**src/design/conditioner_consts.vh**
```
`ifndef CONDITIONER_CONSTS_VH
`define CONDITIONER_CONSTS_VH
`define CLK_PERIOD_NS 25
`define I2C_ADDR 7'h2C
`define CHIRP_MIN_US 18
`define CHIRP_MAX_US 128
`define CHIRP_MIN_CYC ((`CHIRP_MIN_US * 1000 + `CLK_PERIOD_NS - 1) / `CLK_PERIOD_NS)
`define CHIRP_MAX_CYC ((`CHIRP_MAX_US * 1000) / `CLK_PERIOD_NS)
`define CHIRP_CNT_W 13
`define SENS_LOW 2'h0
`define SENS_MED 2'h1
`define SENS_HIGH 2'h2
`define BOOST_FLOAT_LEVEL 2'h3
`define LINE_SE0 2'h0
`define LINE_J 2'h1
`define LINE_K 2'h2
`endif

```
**src/design/conditioner_ctrl.v**
```verilog
`timescale 1ns/1ps
`include "conditioner_consts.vh"
module conditioner_ctrl (
    input wire i_clk, // Internal free-running clock, 40 MHz
    input wire i_rst, // Power-on reset, sync, active high
    input wire i_device_enable_n, // Enable pin, low keeps device in reset
    input wire i_sda, // Data pin level
    input wire i_scl, // Clock pin level
    input wire [1:0] i_sens_level, // Sensitivity pin: 0 low,1 float,2 high
    input wire [1:0] i_boost_level, // Boost strap level decoded from pin
    input wire i_boost_float, // Boost strap pin is floating
    input wire [1:0] i_line_state, // Port line state: SE0, J, K
    input wire i_pullup_seen, // Pull-up seen on either data line
    input wire i_disconnect, // Disconnect detected
    input wire i_bus_reset, // USB bus reset seen
    input wire i_fixture_seen, // Compliance fixture detected
    input wire i_test_packet, // Test packet pattern seen
    input wire i_squelch, // Squelch detected
    input wire [1:0] i_edge_boost_reg, // Edge boost from management regs
    input wire [1:0] i_dc_boost_reg, // DC boost from management regs
    output reg o_mgmt_mode, // Management mode selected
    output reg [6:0] o_target_addr, // Management target address
    output reg [1:0] o_rx_sensitivity, // Latched sensitivity setting
    output reg [1:0] o_edge_boost, // Edge boost level in use
    output reg [1:0] o_dc_boost, // DC boost level in use
    output reg o_shutdown, // Shutdown active
    output reg o_high_speed_active_flag, // High-speed flag value
    output reg o_hs_flag_oe, // Sensitivity pin drive enable
    output reg o_attach_detected_flag, // Attach flag value
    output reg o_attach_oe // Clock pin drive enable
);

////////////////////////////////////////////////////////////////////////
// Overview
// Every pin level arrives from the analog front end asynchronously.
// Each one passes a two-stage synchroniser before any logic reads it.
// That costs two cycles of latency, which is far below the chirp window,
// so the handshake timing is not disturbed in practice.
// Mode and boost straps are taken once, at the first edge after
// power-on reset. Outside management mode the sensitivity strap follows the pin for as long as the
// enable pin holds the device in reset, and freezes when the device runs.
// Both flags are levels. They are cleared while the device is held in
// reset. In management mode they are driven only in its first cycle, if the enable pin is already high.
// Limitation: the handshake needs the attach flag first. A bus reset seen
// before attach is ignored.

////////////////////////////////////////////////////////////////////////
// Boost strap decode; a floating strap selects the top level
function [1:0] strap_boost;
    input [1:0] level; // Decoded resistor level
    input float; // Pin left open
    begin
        strap_boost = float ? `BOOST_FLOAT_LEVEL : level;
    end
endfunction

////////////////////////////////////////////////////////////////////////
// Synchronisers for all pin inputs
reg [1:0] en_s, sda_s, scl_s, pu_s, dis_s, br_s, fx_s, tp_s, sq_s;
reg [1:0] sens_a, sens_b, lst_a, lst_b;
reg [1:0] bl_a, bl_b; // Boost level synchroniser
reg [1:0] bf_s; // Boost float synchroniser
always @(posedge i_clk) begin
    en_s <= {en_s[0], i_device_enable_n};
    sda_s <= {sda_s[0], i_sda};
    scl_s <= {scl_s[0], i_scl};
    pu_s <= {pu_s[0], i_pullup_seen};
    dis_s <= {dis_s[0], i_disconnect};
    br_s <= {br_s[0], i_bus_reset};
    fx_s <= {fx_s[0], i_fixture_seen};
    tp_s <= {tp_s[0], i_test_packet};
    sq_s <= {sq_s[0], i_squelch};
    sens_a <= i_sens_level;
    sens_b <= sens_a;
    lst_a <= i_line_state;
    lst_b <= lst_a;
    // Straps are static, but still pins: sync them like the rest
    bl_a <= i_boost_level;
    bl_b <= bl_a;
    bf_s <= {bf_s[0], i_boost_float};
end

// Device held in reset by power-on or enable pin low
wire run = ~i_rst & en_s[1];

////////////////////////////////////////////////////////////////////////
// Power-up strap capture, once only; later pin changes are ignored
reg captured; // Straps already taken
always @(posedge i_clk) begin
    if (i_rst) begin
        captured <= 1'b0;
        o_mgmt_mode <= 1'b0;
        o_target_addr <= 7'h00;
        o_edge_boost <= 2'h0;
        o_dc_boost <= 2'h0;
    end else if (!captured) begin
        captured <= 1'b1;
        o_mgmt_mode <= sda_s[1] & scl_s[1];
        o_target_addr <= `I2C_ADDR;
        // Floating strap picks level 3; one strap sets both boosts
        o_edge_boost <= strap_boost(bl_b, bf_s[1]);
        o_dc_boost <= strap_boost(bl_b, bf_s[1]);
    end else if (o_mgmt_mode) begin
        // Separate boosts only under management control
        o_edge_boost <= i_edge_boost_reg;
        o_dc_boost <= i_dc_boost_reg;
    end
end

////////////////////////////////////////////////////////////////////////
// Sensitivity strap: tracked while the enable pin holds the device in reset outside management mode, frozen at release
always @(posedge i_clk) begin
    if (i_rst) begin
        o_rx_sensitivity <= `SENS_MED;
    end else if (!run && !o_mgmt_mode) begin
        o_rx_sensitivity <= sens_b;
    end
end

////////////////////////////////////////////////////////////////////////
// Chirp handshake: one J then one K, each within the time window
localparam HS_IDLE = 3'd0; // Waiting for bus reset
localparam HS_WAIT_J = 3'd1; // Bus reset seen, waiting chirp J
localparam HS_IN_J = 3'd2; // Timing chirp J
localparam HS_WAIT_K = 3'd3; // Waiting chirp K
localparam HS_IN_K = 3'd4; // Timing chirp K
localparam HS_DONE = 3'd5; // Handshake good, wait squelch
reg [2:0] hs_state;
reg [`CHIRP_CNT_W-1:0] chirp_cnt; // Chirp length counter
// Counter saturates so a stuck line cannot wrap into the window
wire chirp_ok = (chirp_cnt >= `CHIRP_MIN_CYC) && (chirp_cnt <= `CHIRP_MAX_CYC);
always @(posedge i_clk) begin
    if (!run || o_mgmt_mode || !o_attach_detected_flag) begin
        hs_state <= HS_IDLE;
        chirp_cnt <= {`CHIRP_CNT_W{1'b0}};
    end else begin
        if (chirp_cnt != {`CHIRP_CNT_W{1'b1}}) begin
            chirp_cnt <= chirp_cnt + 1'b1;
        end
        case (hs_state)
            HS_IDLE: begin
                if (br_s[1]) begin
                    hs_state <= HS_WAIT_J;
                end
            end
            HS_WAIT_J: begin
                chirp_cnt <= {`CHIRP_CNT_W{1'b0}};
                if (lst_b == `LINE_J) begin
                    hs_state <= HS_IN_J;
                end
            end
            HS_IN_J: begin
                if (lst_b != `LINE_J) begin
                    // Chirp out of window restarts the handshake
                    hs_state <= (chirp_ok && lst_b == `LINE_K) ? HS_IN_K : HS_IDLE;
                    chirp_cnt <= {`CHIRP_CNT_W{1'b0}};
                end
            end
            HS_IN_K: begin
                if (lst_b != `LINE_K) begin
                    hs_state <= chirp_ok ? HS_DONE : HS_IDLE;
                end
            end
            HS_DONE: begin
                hs_state <= HS_DONE;
            end
            default: begin
                hs_state <= HS_IDLE;
            end
        endcase
    end
end

////////////////////////////////////////////////////////////////////////
// Attach flag and compliance fixture tracking
reg fixture_armed; // Fixture seen while unconnected
always @(posedge i_clk) begin
    if (!run || o_mgmt_mode) begin
        o_attach_detected_flag <= 1'b0;
        fixture_armed <= 1'b0;
    end else begin
        if (!o_attach_detected_flag) begin
            if (pu_s[1]) begin
                o_attach_detected_flag <= 1'b1;
            end
            if (fx_s[1]) begin
                fixture_armed <= 1'b1;
            end
        end else if (dis_s[1]) begin
            o_attach_detected_flag <= 1'b0;
            fixture_armed <= 1'b0;
        end
    end
end

////////////////////////////////////////////////////////////////////////
// High-speed flag, sticky until reset, or until disconnect unless the fixture is armed or squelch is still seen
always @(posedge i_clk) begin
    if (!run || o_mgmt_mode) begin
        o_high_speed_active_flag <= 1'b0;
    end else if (fixture_armed && tp_s[1]) begin
        o_high_speed_active_flag <= 1'b1;
    end else if (hs_state == HS_DONE && sq_s[1]) begin
        o_high_speed_active_flag <= 1'b1;
    end else if (o_attach_detected_flag && dis_s[1] && !fixture_armed) begin
        o_high_speed_active_flag <= 1'b0;
    end
end

////////////////////////////////////////////////////////////////////////
// Pin drive enables and shutdown
always @(posedge i_clk) begin
    if (i_rst) begin
        o_hs_flag_oe <= 1'b0;
        o_attach_oe <= 1'b0;
        o_shutdown <= 1'b1;
    end else begin
        o_shutdown <= ~en_s[1];
        o_hs_flag_oe <= run & ~o_mgmt_mode;
        o_attach_oe <= run & ~o_mgmt_mode;
    end
end

endmodule

```
**config.mk**
```make
export PLATFORM = sky130hd
export DESIGN_NAME = conditioner_ctrl
export DESIGN_NICKNAME = d
export VERILOG_FILES = /design/src/design/conditioner_ctrl.v
export VERILOG_INCLUDE_DIRS = /design/src /design/src/design
export SDC_FILE = /design/constraint.sdc
export NUM_CORES = 1
export LEC_CHECK = 0
export BUFFER_PORTS_ARGS = -buffer_cell sky130_fd_sc_hd__buf_2
export CAP_MARGIN = 10
export CORE_MARGIN = 4
export CORE_UTILIZATION = 30
export DETAILED_ROUTE_END_ITERATION = 10
export HOLD_SLACK_MARGIN = 0.02
export SLEW_MARGIN = 20
export SYNTH_ARGS = -nofsm -noshare
export SYNTH_HDL_FRONTEND = slang
export SYNTH_SLANG_ARGS = --single-unit
```
**constraint.sdc**
```tcl
create_clock -name i_clk -period 1.43 [get_ports i_clk]
set_input_delay 0.0715 -clock i_clk [delete_from_list [all_inputs] [get_ports i_clk]]
set_output_delay 0.0715 -clock i_clk [all_outputs]
set_load 0.1 [all_outputs]
```
==> results of run 1 <==
## sequential cells by signal, summed over array words and instances (netlist names), 2 cells and up
register          count
lst_b                 2
dis_s                 2
br_s                  2
lst_a                 2
bf_s                  2
bl_b                  2
sens_a                2
scl_s                 2
sens_b                2
o_edge_boost          2
fx_s                  2
sq_s                  2
hs_state              3
en_s                  2
sda_s                 2
bl_a                  2
o_dc_boost            2
pu_s                  2
chirp_cnt            13
tp_s                  2
o_rx_sensitivity      2
## metal layers
metal	vias up	wire (um)	global-route usage, %
met5	-	0	0
met3	6	163	2.983
met1	729	1701	11.02
met2	37	1974	15.76
met4	0	59	7.538
li1	825	-	-
## layout make-up
| cell class | instances | share of cell area, % |
|---|---|---|
| Tap cell | 80 | 3.493 |
| Clock buffer | 10 | 4.454 |
| Clock inverter | 6 | 1.310 |
| Inverter | 8 | 1.223 |
| Sequential cell | 62 | 43.67 |
| Multi-Input combinational cell | 122 | 27.95 |
| Timing Repair Buffer | 72 | 17.90 |
## where the power goes
group / internal [mW] / switching, mW
clock network: 0.622 / 0.648
logic: 0.109 / 0.303
registers: 1.80 / 0.0312
total: 2.53 / 0.983
## logic make-up (layout without fill, tap and decap cells)
family / Yosys count / after routing / share of synthesized area, %
adders and majority gates: 2 / 2 / 1.200
AOI/OAI and AO/OA: 38 / 38 / 11.16
and+or+nand+nor: 66 / 66 / 17.83
xor gates and xnor gates: 8 / 8 / 3.361
muxes: 4 / 4 / 1.921
other: 1 / 4 / 0.1799
buffers and inverters: 18 / 96 / 4.802
DFF: 62 / 62 / 59.54
## critical path, cell delays in order (launching register included)
cell and delay (ns):
dfxtp_1 0.33, ha_1 0.17, and2_4 0.18, nand3_4 0.11, o2111ai_2 0.25, xor2_1 0.19, nor2_1 0.06
## worst paths after layout
| path | endpoint | depth (start not counted) | slack (ns) | start |
|---|---|---|---|---|
| setup / recovery | chirp_cnt[5]$_SDFF_PP0_ | 6 | 0.03 | chirp_cnt[0]$_SDFF_PP0_ |
| setup reg to reg | chirp_cnt[5]$_SDFF_PP0_ | 6 | 0.03 | chirp_cnt[0]$_SDFF_PP0_ |
| hold reg to reg | bl_b[1]$_DFF_P_ | 0 | 0.33 | bl_a[1]$_DFF_P_ |
| hold / removal | o_dc_boost[1]$_SDFFE_PP0P_ | 3 | 0.04 | i_dc_boost_reg[1] |
## timing repair
| item | CTS | global route |
|---|---|---|
| pin swaps | 0 | 4 |
| resized for setup | 1 | 13 |
| endpoints found under the hold margin | 20 | 0 |
| endpoints found under the setup margin | 1 | 11 |
| hold buffers | 20 | 0 |
## placed cells by master (no fill, tap or decap), drive strengths merged, types with 2 or more instances in the layout
cell | synthesis | routed
and4 | 2 | 2
dfxtp | 62 | 62
o21ai | 9 | 9
conb | 1 | 4
nand3 | 6 | 6
clkbuf | 2 | 10
dlygate4sd3 | 0 | 20
and3 | 5 | 5
a21oi | 15 | 15
nor2b | 4 | 4
mux2i | 4 | 4
nor3 | 4 | 4
buf | 8 | 52
clkinv | 1 | 5
o31ai | 2 | 2
nand2b | 4 | 4
a31oi | 3 | 3
nand2 | 11 | 11
xnor2 | 4 | 4
nor2 | 21 | 21
a211oi | 4 | 4
nor4 | 3 | 3
ha | 2 | 2
xor2 | 4 | 4
inv | 7 | 8
and2 | 2 | 2
==> reports/metrics.cfg, run 1 <==
[die]
initial_core_util_pct=30.85
core.rowCount=30
die_area_um2=8346
coreArea_um2=6756
dieWidth_um=91.36
fp.dieH_um=91.36
ios=41

[global_route]
grt_pass1_vias=1506
grt_use_total_pct=9.894
grt_max_degree=14
grt_antenna_before_repair=0
overflow=0
grt_pass1_wl_mm=6.479

[finish]
final_cells=360
final_area_um2=2865
multi_input_area_um2=800.8
fin_util_pct=42.41
fill_cells=646
syn2layout_area_growth_pct=37.46
drive_gt1_share_pct=32.50
nNetsFinal=299
num_antenna_cells=0
seq_area_um2=1251

[routing]
wl_mm=3.898
vias=1597
antenna_left=0
post_drt_wl_per_cell_um=10.83
vias_per_cell=4.436
drc=0
firstDrtPassIters=4
dr.first_iter.drc_count=128

[setup_path]
crit_required_ns=1.66
setup.worst_path.end_class=register
arrival_ns=1.62
path_max_fanout=6
start_kind=register
critical_path_class=register to register

[pwr]
power_leakage_nw=1.215
power.total_mw=3.513
peakVddDrop_mv=0.6615
cellPowerDensity_nw_per_um2=1226

[placement]
numPortBuffers=36
dp_cells=324
place.gp.congestion=0.8347
pre_cts_ws_ns=0.01748
placed_area_um2=2450
dp_hpwl_mm=2.618

[timing]
drv_slew=0
setup_slack_ns=0.03277
fin_crit_sh_pct=97.71
whs_ns=0.04388
hold_viol_final=0
finalSetupTns_ns=0
setup_violations=0
max_freq_mhz=715.7
fin_crit_ns=1.397
clock_skew_ns=0.004955

[synth]
synth_warnings=0
syn_inst=199
ys_types=42
ys_ff_latch=62
synth_most_common_cell=dfxtp_1
synth_edf_count=0
async_flop_share_pct=0
netlist_area_um2=2084
synth_top_cell_area_share_pct=59.54
ys_top_cells_by_area=dfxtp_1 60%, nor2_1 3.8%, a21oi_1 3.6%, buf_4 2.5%, mux2i_1 1.9%
synth_flop_cell=dfxtp_1
synthTopCellsByCount=62 x dfxtp_1, 21 x nor2_1, 15 x a21oi_1
yosysSeqAreaShare_pct=59.54
synth_top_area_cell=dfxtp_1
avgSynthCellArea_um2=10.47

[outcome]
status=complete, no violations

[clock_tree]
htree_levels=3
postCtsSetupRepairBufs=0
clk_pin_slew_worst_paths_ns=0.07
cts.path.max_buffers=2
cts.sinks=62
clk_latency_ns=0.33
tritoncts=yes
numCtsBuffers=9
cts-root-buf=clkbuf_8

[flow_run]
drv_cap=0

[hold_path]
hp-class=input port to register

No activity file was read; power rests on OpenSTA's default activity.
==> run 2: changes to the inputs <==
--- a/config.mk
+++ b/config.mk
@@ -6,6 +6,7 @@
 export SDC_FILE = /design/constraint.sdc
 export NUM_CORES = 1
 export LEC_CHECK = 0
+export ABC_AREA = 1
 export BUFFER_PORTS_ARGS = -buffer_cell sky130_fd_sc_hd__buf_2
 export CAP_MARGIN = 10
 export CORE_MARGIN = 4
==> run 2 against run 1 <==
Synthesized cell count up 26%. Global-route usage up 1.1 points. Cell count is 19% higher. Sequential share of layout area is 2.4 points lower. Count of clock-buffer cells in the layout rose by 1. Worst setup slack worse by 0.020 ns. Critical path depth grew 2. Clock skew up 0.0016 ns. Sequential cell count unchanged. Non-clock buffer count shrank 1. Largest cell class unchanged. Via count is 14% higher.
==> reports/metrics.cfg, run 2 <==
[synth]
synth_top_cell_area_share_pct=56.40  ; -3.1 points
syn_inst=251  ; +26%
ys_ff_latch=62  ; unchanged
ys_top_cells_by_area=dfxtp_1 56%, nand2_1 5.8%, inv_1 5.3%, nor2_1 4.6%, a21oi_1 4.5%
synth-adder-area-share_pct=1.137  ; -0.063 points
synth_edf_count=0  ; unchanged
synth_top_family_by_area=simple AND/OR/NAND/NOR gates
synth_warnings=0  ; unchanged
synthTopCellsByCount=62 x dfxtp_1, 34 x nand2_1, 31 x inv_1
yosysSeqAreaShare_pct=56.40  ; -3.1 points
avgSynthCellArea_um2=8.768  ; -16%
async_flop_share_pct=0  ; unchanged
netlist_area_um2=2201  ; +5.6%
yosys.area_share.simple_pct=22.80  ; +5.0 points
synth-xor-area-share_pct=1.194  ; -2.2 points
synth_compound_area_share_pct=10.12  ; -1.0 points
ys_types=26  ; -38%
synth_most_common_cell=dfxtp_1
synth_top_area_cell=dfxtp_1
synthMuxAreaShare_pct=0  ; -1.9 points
synth_flop_cell=dfxtp_1

[finish]
seq_area_um2=1252  ; about the same
multi_input_area_um2=858.3  ; +7.2%
drive_gt1_share_pct=31.83  ; -0.67 points
regMostFlops=chirp_cnt
reg_top3=chirp_cnt x13, hs_state x3
syn2layout_area_growth_pct=37.92
nNetsFinal=353  ; +18%
final_common_cell=dfxtp_1
fill_cells=673  ; +4.2%
layout_common_cells=53 x dfxtp_1, 36 x buf_2, 32 x nand2_1
num_antenna_cells=0  ; unchanged
largest_reg_flops=13  ; unchanged

[setup_path]
crit_chain=ha_4, nand3_4, nor3_4, buf_4, nor2_2, o21ai_2, nand3_1, a21oi_1
start_kind=register
slowest_stage=dfxtp_2
path_max_fanout=4  ; -2
setup.worst_path.end_class=register
critical_path_class=register to register
crit_required_ns=1.70  ; +0.04 ns
cpPeakStageDelay_ns=0.35  ; +0.02 ns
arrival_ns=1.69  ; +0.07 ns

[pwr]
cellPowerDensity_nw_per_um2=1204  ; -1.8%
p_comb_share_pct=11.8  ; about the same
power_leakage_nw=1.356  ; +12%
p_sw_mw=1.027  ; +4.5%
power.internal_mw=2.627  ; +3.8%
peakVddDrop_mv=0.9568  ; +45%
seq_power_share_pct=50.2  ; -1.9 points
swShare_pct=28.11  ; +0.14 points
power_frac_clock_pct=38.0  ; +1.9 points

[die]
core.rowCount=30  ; unchanged
dieWidth_um=93.65  ; +2.5%
coreArea_um2=6944  ; +2.8%
die_area_um2=8770  ; +5.1%
initial_core_util_pct=31.69  ; +0.84 points
fp.dieH_um=93.65  ; +2.5%
ios=41  ; unchanged

[timing]
hold_viol_final=0  ; unchanged
fin_crit_sh_pct=99.14  ; +1.4 points
grt_setup_unrepaired=yes
fin_crit_ns=1.418  ; +0.02046 ns
setup_violations=0  ; unchanged
clock_skew_ns=0.006597  ; +0.001642 ns
max_freq_mhz=705.4  ; -1.4%
drv_slew=0  ; unchanged
whs_ns=0.07214  ; +0.02826 ns
setup_slack_ns=0.01231  ; -0.02046 ns

[routing]
wl_mm=4.608  ; +18%
firstDrtPassIters=4  ; unchanged
post_drt_wl_per_cell_um=10.74  ; -0.80%
antenna_left=0  ; unchanged
dr.first_iter.drc_count=70  ; -45%
vias_per_cell=4.235  ; -4.5%
drc=0  ; unchanged
vias=1817  ; +14%

[placement]
numPortBuffers=36  ; unchanged
place.gp.congestion=0.8009  ; -4.0%
pre_cts_ws_ns=-0.03219  ; -0.04967 ns
dp_hpwl_mm=3.211  ; +23%

[hold_path]
hp-class=input port to register

[clock_tree]
tritoncts=yes
numCtsBuffers=9  ; unchanged
cts.sinks=62  ; unchanged
clk_pin_slew_worst_paths_ns=0.07  ; about the same
htree_levels=3  ; unchanged
cts.path.max_buffers=2  ; unchanged
clk_latency_ns=0.33  ; about the same
cts-root-buf=clkbuf_8

[flow_run]
drv_cap=0  ; unchanged

[global_route]
grt_pass1_vias=1704  ; +13%
grt_antenna_before_repair=0  ; unchanged
overflow=0  ; unchanged
grt_max_degree=12  ; -2
grt_pass1_wl_mm=7.486  ; +16%
grt_use_total_pct=10.99  ; +1.1 points

[outcome]
status=complete, no violations

[run 2: cell types whose count changed in the layout (fill, tap and decap cells not counted), moves of 5 or more]
cell	delta
nand2_2	+6
and3_1	-5
nand2_1	+22
inv_1	+25
nand3_1	+12
nor2_2	+5
[run 2: final cells by class]
cell class,instances,area share [%]
inverters,34,4.204
clock inverters,4,1.031
well taps,96,3.957
repair buffers,71,16.28
clock buffers,11,4.988
flip-flops and latches,62,41.26
multi-input cells,151,28.28
[run 2: worst max-delay path: cells and delay by family, from the launching register on]
| family | cells | cell delay [ns] |
|---|---|---|
| AO/OA/AOI/OAI | 2 | 0.27 |
| adder cells (fa/ha/maj) | 1 | 0.16 |
| buffers and inverters | 1 | 0.17 |
| flip-flops | 1 | 0.35 |
| AND/OR/NAND/NOR | 4 | 0.41 |
[run 2: metrics by stage]
step	setup TNS, ns	utilization, %	total power [mW]	std cells	area, um2
after floorplan	0	-	2.197	254	2217
after global placement	0	36.79	2.261	391	2555
after detailed placement	-0.05080	36.79	2.264	391	2555
after CTS	0	42.81	3.693	428	2973
after global routing	-0.6658	43.71	3.823	429	3035
final	0	43.71	3.654	429	3035
[run 2: worst paths after layout]
check,slack [ns],start,depth (start not counted),endpoint
setup / recovery,0.01,chirp_cnt[1]$_SDFF_PP0_,8,chirp_cnt[8]$_SDFF_PP0_
setup reg to reg,0.01,chirp_cnt[1]$_SDFF_PP0_,8,chirp_cnt[8]$_SDFF_PP0_
hold reg to reg,0.32,sq_s[0]$_DFF_P_,0,sq_s[1]$_DFF_P_
hold / removal,0.07,i_dc_boost_reg[1],5,o_dc_boost[1]$_SDFFE_PP0P_
[run 2: power groups by stage]
stage	Combinational, mW	Clock (mW)	Sequential [mW]
global placement	0.388	0	1.87
CTS	0.430	1.43	1.84
finish	0.432	1.39	1.83
global route	0.456	1.52	1.84
detailed placement	0.391	0	1.87
floorplan	0.163	0	2.03
[run 2: kinds of logic (layout without fill, tap and decap cells)]
family,count (synthesis),in the layout
AND/OR/NAND/NOR,104,104
XOR/XNOR,3,3
other,1,4
flip-flops,62,62
AO/OA/AOI/OAI,38,38
adder cells (fa/ha/maj),2,2
buffers and inverters,41,120
[run 2: layer usage]
| layer | vias to the layer above | global-route usage, % | part of all wire (%) |
|---|---|---|---|
| met2 | 38 | 17.75 | 49 |
| li1 | 956 | - | - |
| met5 | - | 0 | 0 |
| met1 | 814 | 12.75 | 43 |
| met4 | 0 | 3.971 | 1.5 |
| met3 | 9 | 5.128 | 5.7 |
[run 2: what timing repair did]
| item | 4_1_cts | 5_1_grt |
|---|---|---|
| gates resized for setup | 5 | 20 |
| setup endpoints to repair | 5 | 11 |
| gates cloned | 0 | 0 |
| hold endpoints to repair | 20 | 0 |
| buffers inserted | 3 | 1 |
| pin swaps | 3 | 4 |
| hold buffers | 19 | 0 |
